### src/hw/edtc_pkg.sv
// Constants and types shared by the detect and temperature command decoder
package edtc_pkg;
    // ****************************************************************
    // Command codes
    // ****************************************************************
    localparam logic [7:0] CMD_RAIL_DETECT = 8'h14;
    localparam logic [7:0] CMD_SUPPLY_DETECT = 8'h15;
    localparam logic [7:0] CMD_TEMP_SRC = 8'h18;
    localparam logic [7:0] CMD_TEMP_WR = 8'h1a;
    localparam logic [7:0] CMD_TEMP_RD = 8'h1b;

    // ****************************************************************
    // Fields and power-on values
    // ****************************************************************
    localparam logic [2:0] SUPPLY_LVL_MIN = 3'h3;
    localparam logic [2:0] SUPPLY_LVL_POR = 3'h4;
    localparam logic [7:0] TEMP_SRC_POR = 8'h48;
    localparam logic [7:0] TEMP_SRC_INTERNAL = 8'h80;
    localparam logic [11:0] TEMP_POR = 12'h7ff;
    localparam logic [3:0] TEMP_LO_PAD = 4'h0;

    // ****************************************************************
    // Serial framing and timing
    // ****************************************************************
    localparam logic [2:0] BIT_LAST = 3'h7;
    localparam logic [4:0] RD_BITS = 5'h10;
    localparam int CLK_PERIOD_PS = 4000;
    localparam int DETECT_TIME_NS = 2000;
    localparam int DETECT_CYC =
        (DETECT_TIME_NS * 1000 + CLK_PERIOD_PS - 1) / CLK_PERIOD_PS;
    localparam logic [9:0] DETECT_CNT_MAX = 10'(DETECT_CYC - 1);

    typedef enum logic [1:0] {DET_IDLE, DET_RAIL, DET_SUPPLY} edtc_det_t;
endpackage

### src/hw/edtc_sync.sv
// Two flip-flop synchroniser for one pin input
`timescale 1ns/1ps
module edtc_sync #(
    parameter logic RST_VAL = 1'b0
) (
    input wire logic clk,    // Core clock
    input wire logic nrst,   // Synchronous reset, active low
    input wire logic din,    // Asynchronous input
    output logic dout        // Synchronised level
);
    logic meta_q;

    // First stage feeds only the second stage
    always_ff @(posedge clk) begin
        if (!nrst) begin
            meta_q <= RST_VAL;
            dout <= RST_VAL;
        end else begin
            meta_q <= din;
            dout <= meta_q;
        end
    end
endmodule

### src/hw/edtc_top.sv
// Detect and temperature command decoder behind the serial host port
`timescale 1ns/1ps
module edtc_top
    import edtc_pkg::*;
(
    input wire logic CORE_CLK,            // Core clock, 250 MHz
    input wire logic NRST,                // Synchronous reset, active low
    input wire logic SCLK,                // Host serial clock
    input wire logic CS_N,                // Host chip select, active low
    input wire logic SDIN,                // Host serial data in
    input wire logic DC,                  // Data (1) or command (0)
    input wire logic HIGH_VOLTAGE_RAIL_OK, // Analog rail ready flag
    input wire logic LOGIC_SUPPLY_ABOVE,  // Supply above threshold flag
    output logic SDO,                     // Serial read data
    output logic SDO_OE,                  // Read data enable
    output logic BUSY,                    // Detection in progress
    output logic RAIL_READY_RESULT,       // Last rail detection result
    output logic SUPPLY_LOW_RESULT,       // Last supply detection result
    output logic [2:0] SUPPLY_LEVEL_SEL,  // Supply threshold code
    output logic [7:0] TEMP_SRC_SEL,      // Temperature source value
    output logic TEMP_USE_INTERNAL,       // Internal sensor selected
    output logic [11:0] TEMP_VALUE        // Temperature register
);
    // ****************************************************************
    // Pin synchronisers
    // ****************************************************************
    logic sclk_s, cs_n_s, sdin_s, dc_s, rail_s, supply_s;

    edtc_sync #(.RST_VAL(1'b0)) u_sclk (
        .clk(CORE_CLK), .nrst(NRST), .din(SCLK), .dout(sclk_s));
    edtc_sync #(.RST_VAL(1'b1)) u_cs (
        .clk(CORE_CLK), .nrst(NRST), .din(CS_N), .dout(cs_n_s));
    edtc_sync #(.RST_VAL(1'b0)) u_sdin (
        .clk(CORE_CLK), .nrst(NRST), .din(SDIN), .dout(sdin_s));
    edtc_sync #(.RST_VAL(1'b0)) u_dc (
        .clk(CORE_CLK), .nrst(NRST), .din(DC), .dout(dc_s));
    edtc_sync #(.RST_VAL(1'b0)) u_rail (
        .clk(CORE_CLK), .nrst(NRST), .din(HIGH_VOLTAGE_RAIL_OK),
        .dout(rail_s));
    edtc_sync #(.RST_VAL(1'b0)) u_supply (
        .clk(CORE_CLK), .nrst(NRST), .din(LOGIC_SUPPLY_ABOVE),
        .dout(supply_s));

    // ****************************************************************
    // Serial byte assembly
    // ****************************************************************
    logic sclk_prev_q;
    logic [2:0] bit_cnt_q;
    logic [6:0] shift_q;
    logic rise, fall, byte_done;
    logic [7:0] byte_val;

    // Edges are found on synchronised copies, so all pins share one delay
    assign rise = sclk_s && !sclk_prev_q && !cs_n_s;
    assign fall = !sclk_s && sclk_prev_q && !cs_n_s;
    assign byte_done = rise && (bit_cnt_q == BIT_LAST);
    assign byte_val = {shift_q, sdin_s};

    // Bit counter restarts whenever chip select is released
    always_ff @(posedge CORE_CLK) begin
        if (!NRST) begin
            sclk_prev_q <= 1'b0;
            bit_cnt_q <= '0;
            shift_q <= '0;
        end else begin
            sclk_prev_q <= sclk_s;
            if (cs_n_s) begin
                bit_cnt_q <= '0;
            end else if (rise) begin
                bit_cnt_q <= bit_cnt_q + 3'h1;
                shift_q <= byte_val[6:0];
            end
        end
    end

    // ****************************************************************
    // Command and parameter tracking
    // ****************************************************************
    logic [7:0] cmd_q;
    logic par_idx_q;
    logic is_par, par0, par1;

    assign is_par = byte_done && dc_s;
    assign par0 = is_par && !par_idx_q;
    assign par1 = is_par && par_idx_q;

    // Parameter bytes beyond the second are each taken as the second (par1 again)
    always_ff @(posedge CORE_CLK) begin
        if (!NRST) begin
            cmd_q <= '0;
            par_idx_q <= 1'b0;
        end else if (byte_done) begin
            if (!dc_s) begin
                cmd_q <= byte_val;
                par_idx_q <= 1'b0;
            end else begin
                par_idx_q <= 1'b1;
            end
        end
    end

    // ****************************************************************
    // Detection sequencer
    // ****************************************************************
    edtc_det_t det_q;
    logic [9:0] det_cnt_q;
    logic start_rail, start_supply, det_end;

    assign start_rail = byte_done && !dc_s && byte_val == CMD_RAIL_DETECT
        && det_q == DET_IDLE;
    assign start_supply = par0 && cmd_q == CMD_SUPPLY_DETECT
        && det_q == DET_IDLE;
    assign det_end = det_q != DET_IDLE && det_cnt_q == DETECT_CNT_MAX;

    // A second start while busy is dropped; the host should wait anyway
    always_ff @(posedge CORE_CLK) begin
        if (!NRST) begin
            det_q <= DET_IDLE;
            det_cnt_q <= '0;
            BUSY <= 1'b0;
        end else begin
            unique case (det_q)
                DET_IDLE: begin
                    det_cnt_q <= '0;
                    if (start_rail) begin
                        det_q <= DET_RAIL;
                        BUSY <= 1'b1;
                    end else if (start_supply) begin
                        det_q <= DET_SUPPLY;
                        BUSY <= 1'b1;
                    end
                end
                DET_RAIL, DET_SUPPLY: begin
                    if (det_end) begin
                        det_q <= DET_IDLE;
                        BUSY <= 1'b0;
                    end else begin
                        det_cnt_q <= det_cnt_q + 10'h1;
                    end
                end
            endcase
        end
    end

    // Results are sampled at the end only, then held on the result outputs
    always_ff @(posedge CORE_CLK) begin
        if (!NRST) begin
            RAIL_READY_RESULT <= 1'b0;
            SUPPLY_LOW_RESULT <= 1'b0;
        end else if (det_end) begin
            if (det_q == DET_RAIL) begin
                RAIL_READY_RESULT <= rail_s;
            end else begin
                SUPPLY_LOW_RESULT <= !supply_s;
            end
        end
    end

    // ****************************************************************
    // Configuration registers
    // ****************************************************************
    // Threshold codes below the lowest level are refused, old value kept
    always_ff @(posedge CORE_CLK) begin
        if (!NRST) begin
            SUPPLY_LEVEL_SEL <= SUPPLY_LVL_POR;
        end else if (start_supply && byte_val[2:0] >= SUPPLY_LVL_MIN) begin
            SUPPLY_LEVEL_SEL <= byte_val[2:0];
        end
    end

    // Source selection and its decoded flag
    always_ff @(posedge CORE_CLK) begin
        if (!NRST) begin
            TEMP_SRC_SEL <= TEMP_SRC_POR;
            TEMP_USE_INTERNAL <= 1'b0;
        end else if (par0 && cmd_q == CMD_TEMP_SRC) begin
            TEMP_SRC_SEL <= byte_val;
            TEMP_USE_INTERNAL <= byte_val == TEMP_SRC_INTERNAL;
        end
    end

    // Temperature register, high byte first
    always_ff @(posedge CORE_CLK) begin
        if (!NRST) begin
            TEMP_VALUE <= TEMP_POR;
        end else if (cmd_q == CMD_TEMP_WR) begin
            if (par0) begin
                TEMP_VALUE[11:4] <= byte_val;
            end else if (par1) begin
                TEMP_VALUE[3:0] <= byte_val[7:4];
            end
        end
    end

    // ****************************************************************
    // Temperature read-back
    // ****************************************************************
    logic [15:0] rd_shift_q;
    logic [4:0] rd_left_q;
    logic rd_load;

    assign rd_load = byte_done && !dc_s && byte_val == CMD_TEMP_RD;

    // Bits leave on falling edges so they are stable at the host's rise
    always_ff @(posedge CORE_CLK) begin
        if (!NRST) begin
            rd_shift_q <= '0;
            rd_left_q <= '0;
            SDO <= 1'b0;
            SDO_OE <= 1'b0;
        end else if (cs_n_s || (byte_done && !dc_s && !rd_load)) begin
            rd_left_q <= '0;
            SDO_OE <= 1'b0;
        end else if (rd_load) begin
            rd_shift_q <= {TEMP_VALUE, TEMP_LO_PAD};
            rd_left_q <= RD_BITS;
            SDO_OE <= 1'b1;
        end else if (fall && rd_left_q != '0) begin
            SDO <= rd_shift_q[15];
            rd_shift_q <= {rd_shift_q[14:0], 1'b0};
            rd_left_q <= rd_left_q - 5'h1;
        end else if (rise && rd_left_q == '0) begin
            SDO_OE <= 1'b0;
        end
    end
endmodule
### config.mk
export PLATFORM = sky130hd
export DESIGN_NAME = edtc_top
export DESIGN_NICKNAME = d
export VERILOG_FILES = /design/src/hw/edtc_pkg.sv /design/src/hw/edtc_sync.sv /design/src/hw/edtc_top.sv
export SDC_FILE = /design/constraint.sdc
export NUM_CORES = 1
export LEC_CHECK = 0
export ABC_AREA = 1
export BUFFER_PORTS_ARGS = -buffer_cell sky130_fd_sc_hd__buf_2
export CAP_MARGIN = 30
export CORE_UTILIZATION = 62
export DETAILED_ROUTE_END_ITERATION = 10
export PLACE_DENSITY = 0.8
export SETUP_SLACK_MARGIN = 0.15
export SLEW_MARGIN = 20
export SYNTH_ARGS = -nofsm -noshare
export SYNTH_HDL_FRONTEND = slang
export SYNTH_SLANG_ARGS = --single-unit
export TNS_END_PERCENT = 30
### constraint.sdc
create_clock -name CORE_CLK -period 2.8 [get_ports CORE_CLK]
set_input_delay 0.56 -clock CORE_CLK [delete_from_list [all_inputs] [get_ports CORE_CLK]]
set_output_delay 0.56 -clock CORE_CLK [all_outputs]
set_load 0.1 [all_outputs]
==> results of run 1 <==
==> Yosys cell counts, drive strengths merged, types with 3 or more instances <==
cell type	instances
a211oi	3
a21oi	41
a31oi	11
buf	11
clkbuf	7
dfxtp	90
ha	6
inv	54
nand2	88
nand3	19
nand4	3
nor2	39
nor3	8
o211ai	14
o21ai	46
==> final timing paths <==
| kind | startpoint | to | slack [ns] | cells past startpoint |
|---|---|---|---|---|
| max | bit_cnt_q[0] | rd_shift_q[5] | 0.70 | 8 |
| min | SCLK | u_sclk.meta_q | 0.39 | 3 |
| max reg2reg | bit_cnt_q[0] | rd_shift_q[5] | 0.70 | 8 |
| min reg2reg | u_supply.dout | SUPPLY_LOW_RESULT | 0.41 | 1 |
==> flip-flops by register name, summed over array words and instances (netlist names), 2 cells and up <==
signal	count
det_q	2
TEMP_SRC_SEL	8
rd_shift_q	12
TEMP_VALUE	12
det_cnt_q	10
SUPPLY_LEVEL_SEL	3
bit_cnt_q	3
rd_left_q	5
cmd_q	8
shift_q	7
==> metrics by stage <==
stage | hold slack (ns) | instances | area, µm² | utilization [%] | setup slack, ns
floorplan | 0.3828 | 450 | 3700 | - | 1.240
global placement | 0.3897 | 542 | 3877 | 68.73 | 0.8378
detailed placement | 0.3982 | 542 | 3877 | 68.73 | 0.7114
CTS | 0.3759 | 558 | 4083 | 72.37 | 0.7112
global route | 0.3807 | 558 | 4083 | 72.37 | 0.4910
finish | 0.3880 | 558 | 4083 | 72.37 | 0.7047
==> placed cells by master (no fill, tap or decap), types with 3 or more instances in the layout <==
master,n
nand2_2,5
o211ai_1,4
nand2_1,81
clkbuf_8,11
buf_2,36
nor3_1,7
nand3_2,4
ha_1,6
nor2_1,36
o211ai_2,10
dfxtp_1,90
a211oi_1,3
a21oi_1,41
o21ai_0,30
inv_2,4
a31oi_1,11
inv_1,50
o21ai_1,14
nand3_1,15
==> worst max-delay path, stage by stage (launching register included) <==
cell     delay (ns)
dfxtp_1        0.36
ha_1           0.16
ha_1           0.19
nand4_4        0.16
nor2_4         0.41
nand2_4        0.20
nand2_4        0.25
o21ai_0        0.11
a31oi_1        0.17
==> kinds of logic (layout without fill, tap and decap cells) <==
| family | Yosys count | in the layout | share of synthesized area, % |
|---|---|---|---|
| AO/OA/AOI/OAI | 117 | 117 | 19.04 |
| XOR/XNOR | 2 | 2 | 0.4735 |
| adder cells (fa/ha/maj) | 6 | 6 | 2.029 |
| buffers and inverters | 72 | 108 | 8.387 |
| flip-flops | 90 | 90 | 48.70 |
| AND/OR/NAND/NOR | 163 | 163 | 21.37 |
==> metal layers <==
metal	routed length (µm)	global-route usage, %
met5	0	0
met3	299	7.241
met2	3332	41.21
met4	83	6.364
met1	3450	31.28
==> layout make-up <==
cell class / count / area (µm²) / share of cell area, %
inverter: 54 / 202.7 / 4.965
sequential: 90 / 1802 / 44.13
timing repair buffer: 38 / 195.2 / 4.781
tap: 72 / 90.09 / 2.207
multi-input combinational: 288 / 1588 / 38.89
clock buffer: 12 / 155.1 / 3.800
clock inverter: 4 / 50.05 / 1.226
==> power by group through the flow <==
| stage | Combinational, W | Sequential (W) | Clock [W] |
|---|---|---|---|
| after floorplan | 0.0000536 | 0.00134 | 0 |
| after global placement | 0.0000852 | 0.00133 | 0 |
| after detailed placement | 0.0000872 | 0.00133 | 0 |
| after CTS | 0.0000880 | 0.00130 | 0.000910 |
| after global routing | 0.0000994 | 0.00130 | 0.000956 |
| final | 0.0000887 | 0.00130 | 0.000886 |
==> results_dict.tcl, run 1 <==
set metrics [dict create \
    cts_tree "done" \
    sw_frac_of_total_pct 21.97 \
    hold_buffers 0 \
    core_um2 5642 \
    pwr-share-comb_pct 3.9 \
    p_int_w 0.001777 \
    max_slew_margin_pct 55.65 \
    post_cts_buffers 0 \
    dr_total_vias 2967 \
    area_growth_pct 10.35 \
    fill_cells 429 \
    htree_num_levels 3 \
    netlist_area_um2 3700 \
    grt_max_degree 66 \
    crit_arrival_ns 2.37 \
    clkLatencyLatePin_ns 0.35 \
    postRouteWirelength_mm 7.165 \
    ant_nets 0 \
    p_per_area_nw_per_um2 557.7 \
    post_cts_resized 0 \
    io_pins 37 \
    finalMaxSlewViolations 0 \
    rsz0062_at_grt "false" \
    fin_tns_setup_ns 0 \
    start_util_pct 65.58 \
    ys.flop_type "dfxtp_1" \
    fin_skew_ns 0.008610 \
    grt_antenna_before_repair 0 \
    die_area_um2 6281 \
    core.rowCount 27 \
    async_reset_ff_share_pct 0 \
    required_ns 3.08 \
    grt_pass1_vias 2718 \
    synth_top_area_share_pct 48.70 \
    route.detailed.drc 0 \
    clk_pin_slew_ns 0.08 \
    ys_warn_count 0 \
    grt.total_usage_pct 24.75 \
    grt-ovfl-total 0 \
    dpl.hpwl_mm 4.981 \
    synth_nets 464 \
    via_per_inst 5.317 \
    cts_buffers 9 \
    drv_cap 0 \
    diodes 0 \
    max_freq_mhz 477.3 \
    worst_setup_path_end_kind "flip-flop" \
    io_buffers 36 \
    p_seq_share_pct 57.2 \
    firstDrtPassIters 4 \
    setup_violations 0 \
    worstMarginPinSlew_ns 0.6635 \
    cts_sinks 90 \
    hold_class "input pin to flip-flop" \
    period_share_pct 74.83 \
    die_w_um 79.25 \
    synthDistinctLibCells 35 \
    p_clk_share_pct 38.9 \
    syn-mean-instance-area_um2 8.222 \
    outcome "finished clean" \
    min_period_ns 2.095 \
    die_height_um 79.25 \
    static-leakage-power_nw 1.739 \
    finalNetCount 495 \
    drive_above_1_share_pct 18.31 \
    syn_inst 450 \
    ctsRootBufferMaster "clkbuf_8" \
    total_power_w 0.002277 \
    worstSetupStartpointType "flip-flop" \
    place_congestion 0.8467 \
    ys_seq_area_share_pct 48.70 \
    path_max_fanout 23 \
    wl_per_cell_um 12.84 \
    cts_buffer_depth 2 \
    worst_ir_drop_vdd_uv 430.9 \
    synth_top_cell_by_area "dfxtp_1" \
    switchingPower_w 0.0005002 \
    initialDrtViolationCount 122 \
    critical_path_class "flip-flop to flip-flop" \
    hold_viol_final 0 \
    grt_first_pass_wirelength_mm 12.14 \
    synth_edf_count 0 \
    synth.area.top_cells "dfxtp_1 (49%), nand2_1 (8.2%), a21oi_1 (5.5%), inv_1 (5.1%), o21ai_0 (4.1%)" \
    synth_seq_cells 90 \
]
(Power assumes the default switching activity.)
==> run 2: changes to the inputs <==
--- a/config.mk
+++ b/config.mk
@@ -8,9 +8,9 @@
 export ABC_AREA = 1
 export BUFFER_PORTS_ARGS = -buffer_cell sky130_fd_sc_hd__buf_2
 export CAP_MARGIN = 30
-export CORE_UTILIZATION = 62
+export CORE_UTILIZATION = 52
 export DETAILED_ROUTE_END_ITERATION = 10
-export PLACE_DENSITY = 0.8
+export PLACE_DENSITY = 0.71
 export SETUP_SLACK_MARGIN = 0.15
 export SLEW_MARGIN = 20
 export SYNTH_ARGS = -nofsm -noshare
==> constraint.sdc (replaced) <==
create_clock -name CORE_CLK -period 1.8 [get_ports CORE_CLK]
set_input_delay 0.36 -clock CORE_CLK [delete_from_list [all_inputs] [get_ports CORE_CLK]]
set_output_delay 0.36 -clock CORE_CLK [all_outputs]
set_load 0.1 [all_outputs]
==> results_dict.tcl, run 2 (same netlist as run 1, synthesis figures left out) <==
set metrics [dict create \
    setup_violations 0 \
    grt_pass1_vias 2772 \
    max_freq_mhz 633.0 \
    final_common_cell "dfxtp_1" \
    htree_num_levels 3 \
    period_share_pct 87.77 \
    static-leakage-power_nw 1.834 \
    worstSetupStartpointType "flip-flop" \
    rsz0062_at_grt "true" \
    clk_pin_slew_ns 0.09 \
    worst_ir_drop_vdd_uv 456.8 \
    dpl.hpwl_mm 5.127 \
    die_area_um2 7456 \
    initialDrtViolationCount 149 \
    clkLatencyLatePin_ns 0.35 \
    grt-ovfl-total 0 \
    via_per_inst 5.137 \
    grt_antenna_before_repair 0 \
    fin_skew_ns 0.008525 \
    drive_above_1_share_pct 22.74 \
    wl_per_cell_um 12.83 \
    diodes 0 \
    postRouteWirelength_mm 7.606 \
    core.rowCount 30 \
    die_height_um 86.35 \
    dp_cells 571 \
    hold_buffers 0 \
    worstRegToRegCells 8 \
    hold_viol_final 0 \
    worst_setup_path_end_kind "flip-flop" \
    finalNetCount 506 \
    grt_first_pass_wirelength_mm 12.86 \
    ant_nets 0 \
    firstDrtPassIters 4 \
    finalMaxSlewViolations 0 \
    path_max_fanout 15 \
    critical_path_class "flip-flop to flip-flop" \
    cts_tree "done" \
    drv_cap 0 \
    route.detailed.drc 0 \
    io_pins 37 \
    core_um2 6832 \
    holdPathStages 3 \
    area_growth_pct 16.94 \
    p_per_area_nw_per_um2 850.6 \
    hold-worst-slack_ns 0.1817 \
    total_power_w 0.003680 \
    fill_cells 618 \
    max_slew_margin_pct 67.21 \
    ctsRootBufferMaster "clkbuf_8" \
    cts_sinks 90 \
    start_util_pct 54.16 \
    worstMarginPinSlew_ns 0.4953 \
    utilization_pct 63.33 \
    grt_max_degree 41 \
    dr_total_vias 3046 \
    fin_tns_setup_ns 0 \
    grt.total_usage_pct 22.07 \
    outcome "finished clean" \
    die_w_um 86.35 \
    place_congestion 0.7961 \
    required_ns 2.02 \
    cts_buffer_depth 2 \
    crit_arrival_ns 1.80 \
    io_buffers 36 \
    cts_buffers 9 \
    hold_class "input pin to flip-flop" \
    min_period_ns 1.580 \
    reg.largest.list "TEMP_VALUE: 12 flops, rd_shift_q: 12 flops, det_cnt_q: 10 flops" \
    finalNonFillerCells 593 \
    layout_common_cells "dfxtp_1 (88), nand2_1 (79), inv_1 (50)" \
]
==> run 2: cell types whose count changed in the layout (fill, tap and decap cells not counted), sizes merged <==
cell,before,now
buf,38,49
bufinv,1,2
clkinv,1,0
==> run 2: critical path, stage by stage (launching register included) <==
cell and delay (ns):
dfxtp_4 0.37, ha_4 0.14, ha_4 0.12, nand4_4 0.11
nor3_4 0.23, buf_6 0.15, nand2_4 0.13, nand2_1 0.13
o211ai_2 0.08
==> run 2: final cells by class <==
type                            instances  area, µm²  area share [%]
Tap cell                               96      120.1           2.776
Multi-Input combinational cell        288       1685           38.95
Clock buffer                           12      145.1           3.355
Sequential cell                        90       1807           41.76
Inverter                               54      205.2           4.743
Timing Repair Buffer                   49      289.0           6.680
Clock inverter                          4      75.07           1.735
==> run 2: through the flow <==
stage | setup slack [ns] | area (µm²)
2_1_floorplan | 0.2396 | 3700
3_3_place_gp | 0.1270 | 3945
3_5_place_dp | 0.05994 | 3945
4_1_cts | 0.1534 | 4233
5_1_grt | 0.1055 | 4327
6_report | 0.2202 | 4327
==> run 2: per-layer routing <==
metal / track usage [%] / routed length [µm] / vias up
met3: 5.048 / 272 / 12
met2: 35.93 / 3626 / 62
met5: 0 / 0 / -
met4: 8.939 / 119 / 0
li1: - / - / 1577
met1: 28.37 / 3588 / 1395
==> run 2: repair_timing <==
item,CTS,global route
cloned,0,0
setup endpoints to repair,30,38
resized for setup,9,19
buffers inserted,3,3
pin swaps,2,3
==> run 2: worst paths after layout <==
path	start	end	slack, ns
setup / recovery	bit_cnt_q[0]	TEMP_VALUE[4]	0.22
hold reg to reg	u_supply.dout	SUPPLY_LOW_RESULT	0.41
hold / removal	LOGIC_SUPPLY_ABOVE	u_supply.meta_q	0.18
setup reg to reg	bit_cnt_q[0]	TEMP_VALUE[4]	0.22
==> run 2: where the power goes <==
part           internal [W]  switching (W)  total, W
Combinational     0.0000403       0.000100  0.000141
Clock              0.000822       0.000694   0.00152
Sequential          0.00201      0.0000137   0.00202
==> run 3: changes to the inputs <==
--- a/config.mk
+++ b/config.mk
@@ -11,6 +11,7 @@
 export CORE_UTILIZATION = 52
 export DETAILED_ROUTE_END_ITERATION = 10
 export PLACE_DENSITY = 0.71
+export RECOVER_POWER = 100
 export SETUP_SLACK_MARGIN = 0.15
 export SLEW_MARGIN = 20
 export SYNTH_ARGS = -nofsm -noshare
==> results_dict.tcl, run 3 (same netlist as run 1, synthesis figures left out) <==
set metrics [dict create \
    outcome "finished clean" \
    worstSetupStartpointType "flip-flop" \
    pwr-share-comb_pct 3.7 \
    worst_setup_path_end_kind "flip-flop" \
    postRouteWirelength_mm 7.581 \
    drive_above_1_share_pct 20.52 \
    grt-ovfl-total 0 \
    io_pins 37 \
    p_int_w 0.002870 \
    dpl.hpwl_mm 5.127 \
    ctsRootBufferMaster "clkbuf_8" \
    fin_skew_ns 0.009801 \
    ant_nets 0 \
    finalNetCount 506 \
    setup_violations 0 \
    p_clk_share_pct 41.3 \
    p_per_area_nw_per_um2 859.8 \
    multi_input_area_um2 1645 \
    min_from "LOGIC_SUPPLY_ABOVE" \
    route.detailed.drc 0 \
    switchingPower_w 0.0008090 \
    hold_buffers 0 \
    via_per_inst 5.099 \
    clk_pin_slew_ns 0.09 \
    cts_buffers 9 \
    die_w_um 86.35 \
    reg.largest.list "TEMP_VALUE: 12 flops, rd_shift_q: 12 flops, det_cnt_q: 10 flops" \
    path_max_fanout 4 \
    p_seq_share_pct 55.0 \
    clkLatencyLatePin_ns 0.36 \
    grt_antenna_before_repair 0 \
    seqCellArea_um2 1807 \
    min_period_ns 1.621 \
    core_um2 6832 \
    hold_viol_final 0 \
    grt.total_usage_pct 22.07 \
    io_buffers 36 \
    cts_buffer_depth 2 \
    die_area_um2 7456 \
    sw_frac_of_total_pct 21.99 \
    drv_cap 0 \
    required_ns 2.04 \
    max_freq_mhz 616.8 \
    core.rowCount 30 \
    rsz0062_at_grt "true" \
    hold_class "input pin to flip-flop" \
    finalMaxSlewViolations 0 \
    dp_cells 571 \
    reg2reg_from "bit_cnt_q[0]" \
    worst_ir_drop_vdd_uv 457.6 \
    area_growth_pct 15.66 \
    grt_first_pass_wirelength_mm 12.86 \
    place_congestion 0.7961 \
    period_share_pct 90.07 \
    initialDrtViolationCount 159 \
    grt_max_degree 41 \
    die_height_um 86.35 \
    dr_total_vias 3024 \
    start_util_pct 54.16 \
    max_slew_margin_pct 50.44 \
    worstMarginPinSlew_ns 0.7433 \
    wl_per_cell_um 12.78 \
    worstRegToRegCells 8 \
    cts_sinks 90 \
    cts_tree "done" \
    layout_common_cells "dfxtp_1 (88), nand2_1 (80), inv_1 (50)" \
    fin_tns_setup_ns 0 \
    static-leakage-power_nw 1.809 \
    fill_cells 631 \
    finalNonFillerCells 593 \
    final_common_cell "dfxtp_1" \
    rr_endpoint "SUPPLY_LEVEL_SEL[0]" \
    grt_pass1_vias 2772 \
    holdPathStages 3 \
    critical_path_class "flip-flop to flip-flop" \
    firstDrtPassIters 4 \
    ff2ff_setup_slack_ns 0.18 \
    hold_end "u_supply.meta_q" \
    htree_num_levels 3 \
    diodes 0 \
    crit_arrival_ns 1.86 \
]
## run 3: worst max-delay path, stage by stage (launching register included)
cell     delay [ns]
dfxtp_4        0.37
ha_4           0.14
ha_4           0.12
nand4_4        0.11
nor3_4         0.23
buf_6          0.14
nand3_2        0.08
o21ai_0        0.26
a21oi_2        0.05
## run 3: metrics by stage
stage	util, %	worst slack [ns]	power [W]	hold WS, ns	area (µm²)
3_5_place_dp	57.75	0.05994	0.002208	0.3939	3945
4_1_cts	61.96	0.1534	0.003705	0.1668	4233
3_3_place_gp	57.75	0.1270	0.002207	0.3889	3945
6_report	62.64	0.1788	0.003679	0.1816	4279
2_1_floorplan	-	0.2396	0.002173	0.3828	3700
5_1_grt	62.64	0.06181	0.003822	0.1830	4279
## run 3: metal layers
metal  GRT usage, %  share of wire [%]  up-vias
met5              0                  0        -
met4          8.939                2.0        0
met3          5.048                2.9       14
met2          35.93                 48       54
met1          28.37                 47     1382
li1               -                  -     1574
## run 3: what timing repair did
item	in CTS	in global routing
resized for setup	9	19
setup endpoints to repair	30	38
pin swaps	2	3
buffers inserted	3	3
## run 3: power groups by stage
stage / clock network, W / logic, W / registers [W]
2_1_floorplan: 0 / 0.0000834 / 0.00209
4_1_cts: 0.00154 / 0.000139 / 0.00203
3_5_place_dp: 0 / 0.000137 / 0.00207
3_3_place_gp: 0 / 0.000135 / 0.00207
6_report: 0.00152 / 0.000138 / 0.00202
5_1_grt: 0.00164 / 0.000155 / 0.00203
## run 3: how the worst max path moves through the flow
stage | from | end | slack (ns) | cells after the start
3_3_place_gp | bit_cnt_q[0] | TEMP_VALUE[4] | 0.13 | 7
5_1_grt | bit_cnt_q[0] | TEMP_SRC_SEL[4] | 0.06 | 8
2_1_floorplan | bit_cnt_q[0] | TEMP_VALUE[10] | 0.24 | 8
4_1_cts | bit_cnt_q[0] | TEMP_VALUE[4] | 0.15 | 8
6_report | bit_cnt_q[0] | SUPPLY_LEVEL_SEL[0] | 0.18 | 8
3_5_place_dp | bit_cnt_q[0] | TEMP_VALUE[6] | 0.06 | 7
## run 3: area by class of cell
type / count / share of cell area, %
sequential: 90 / 42.22
timing repair buffer: 49 / 6.579
tap: 96 / 2.807
clock inverter: 4 / 1.754
inverter: 54 / 4.795
clock buffer: 12 / 3.392
multi-input combinational: 288 / 38.45
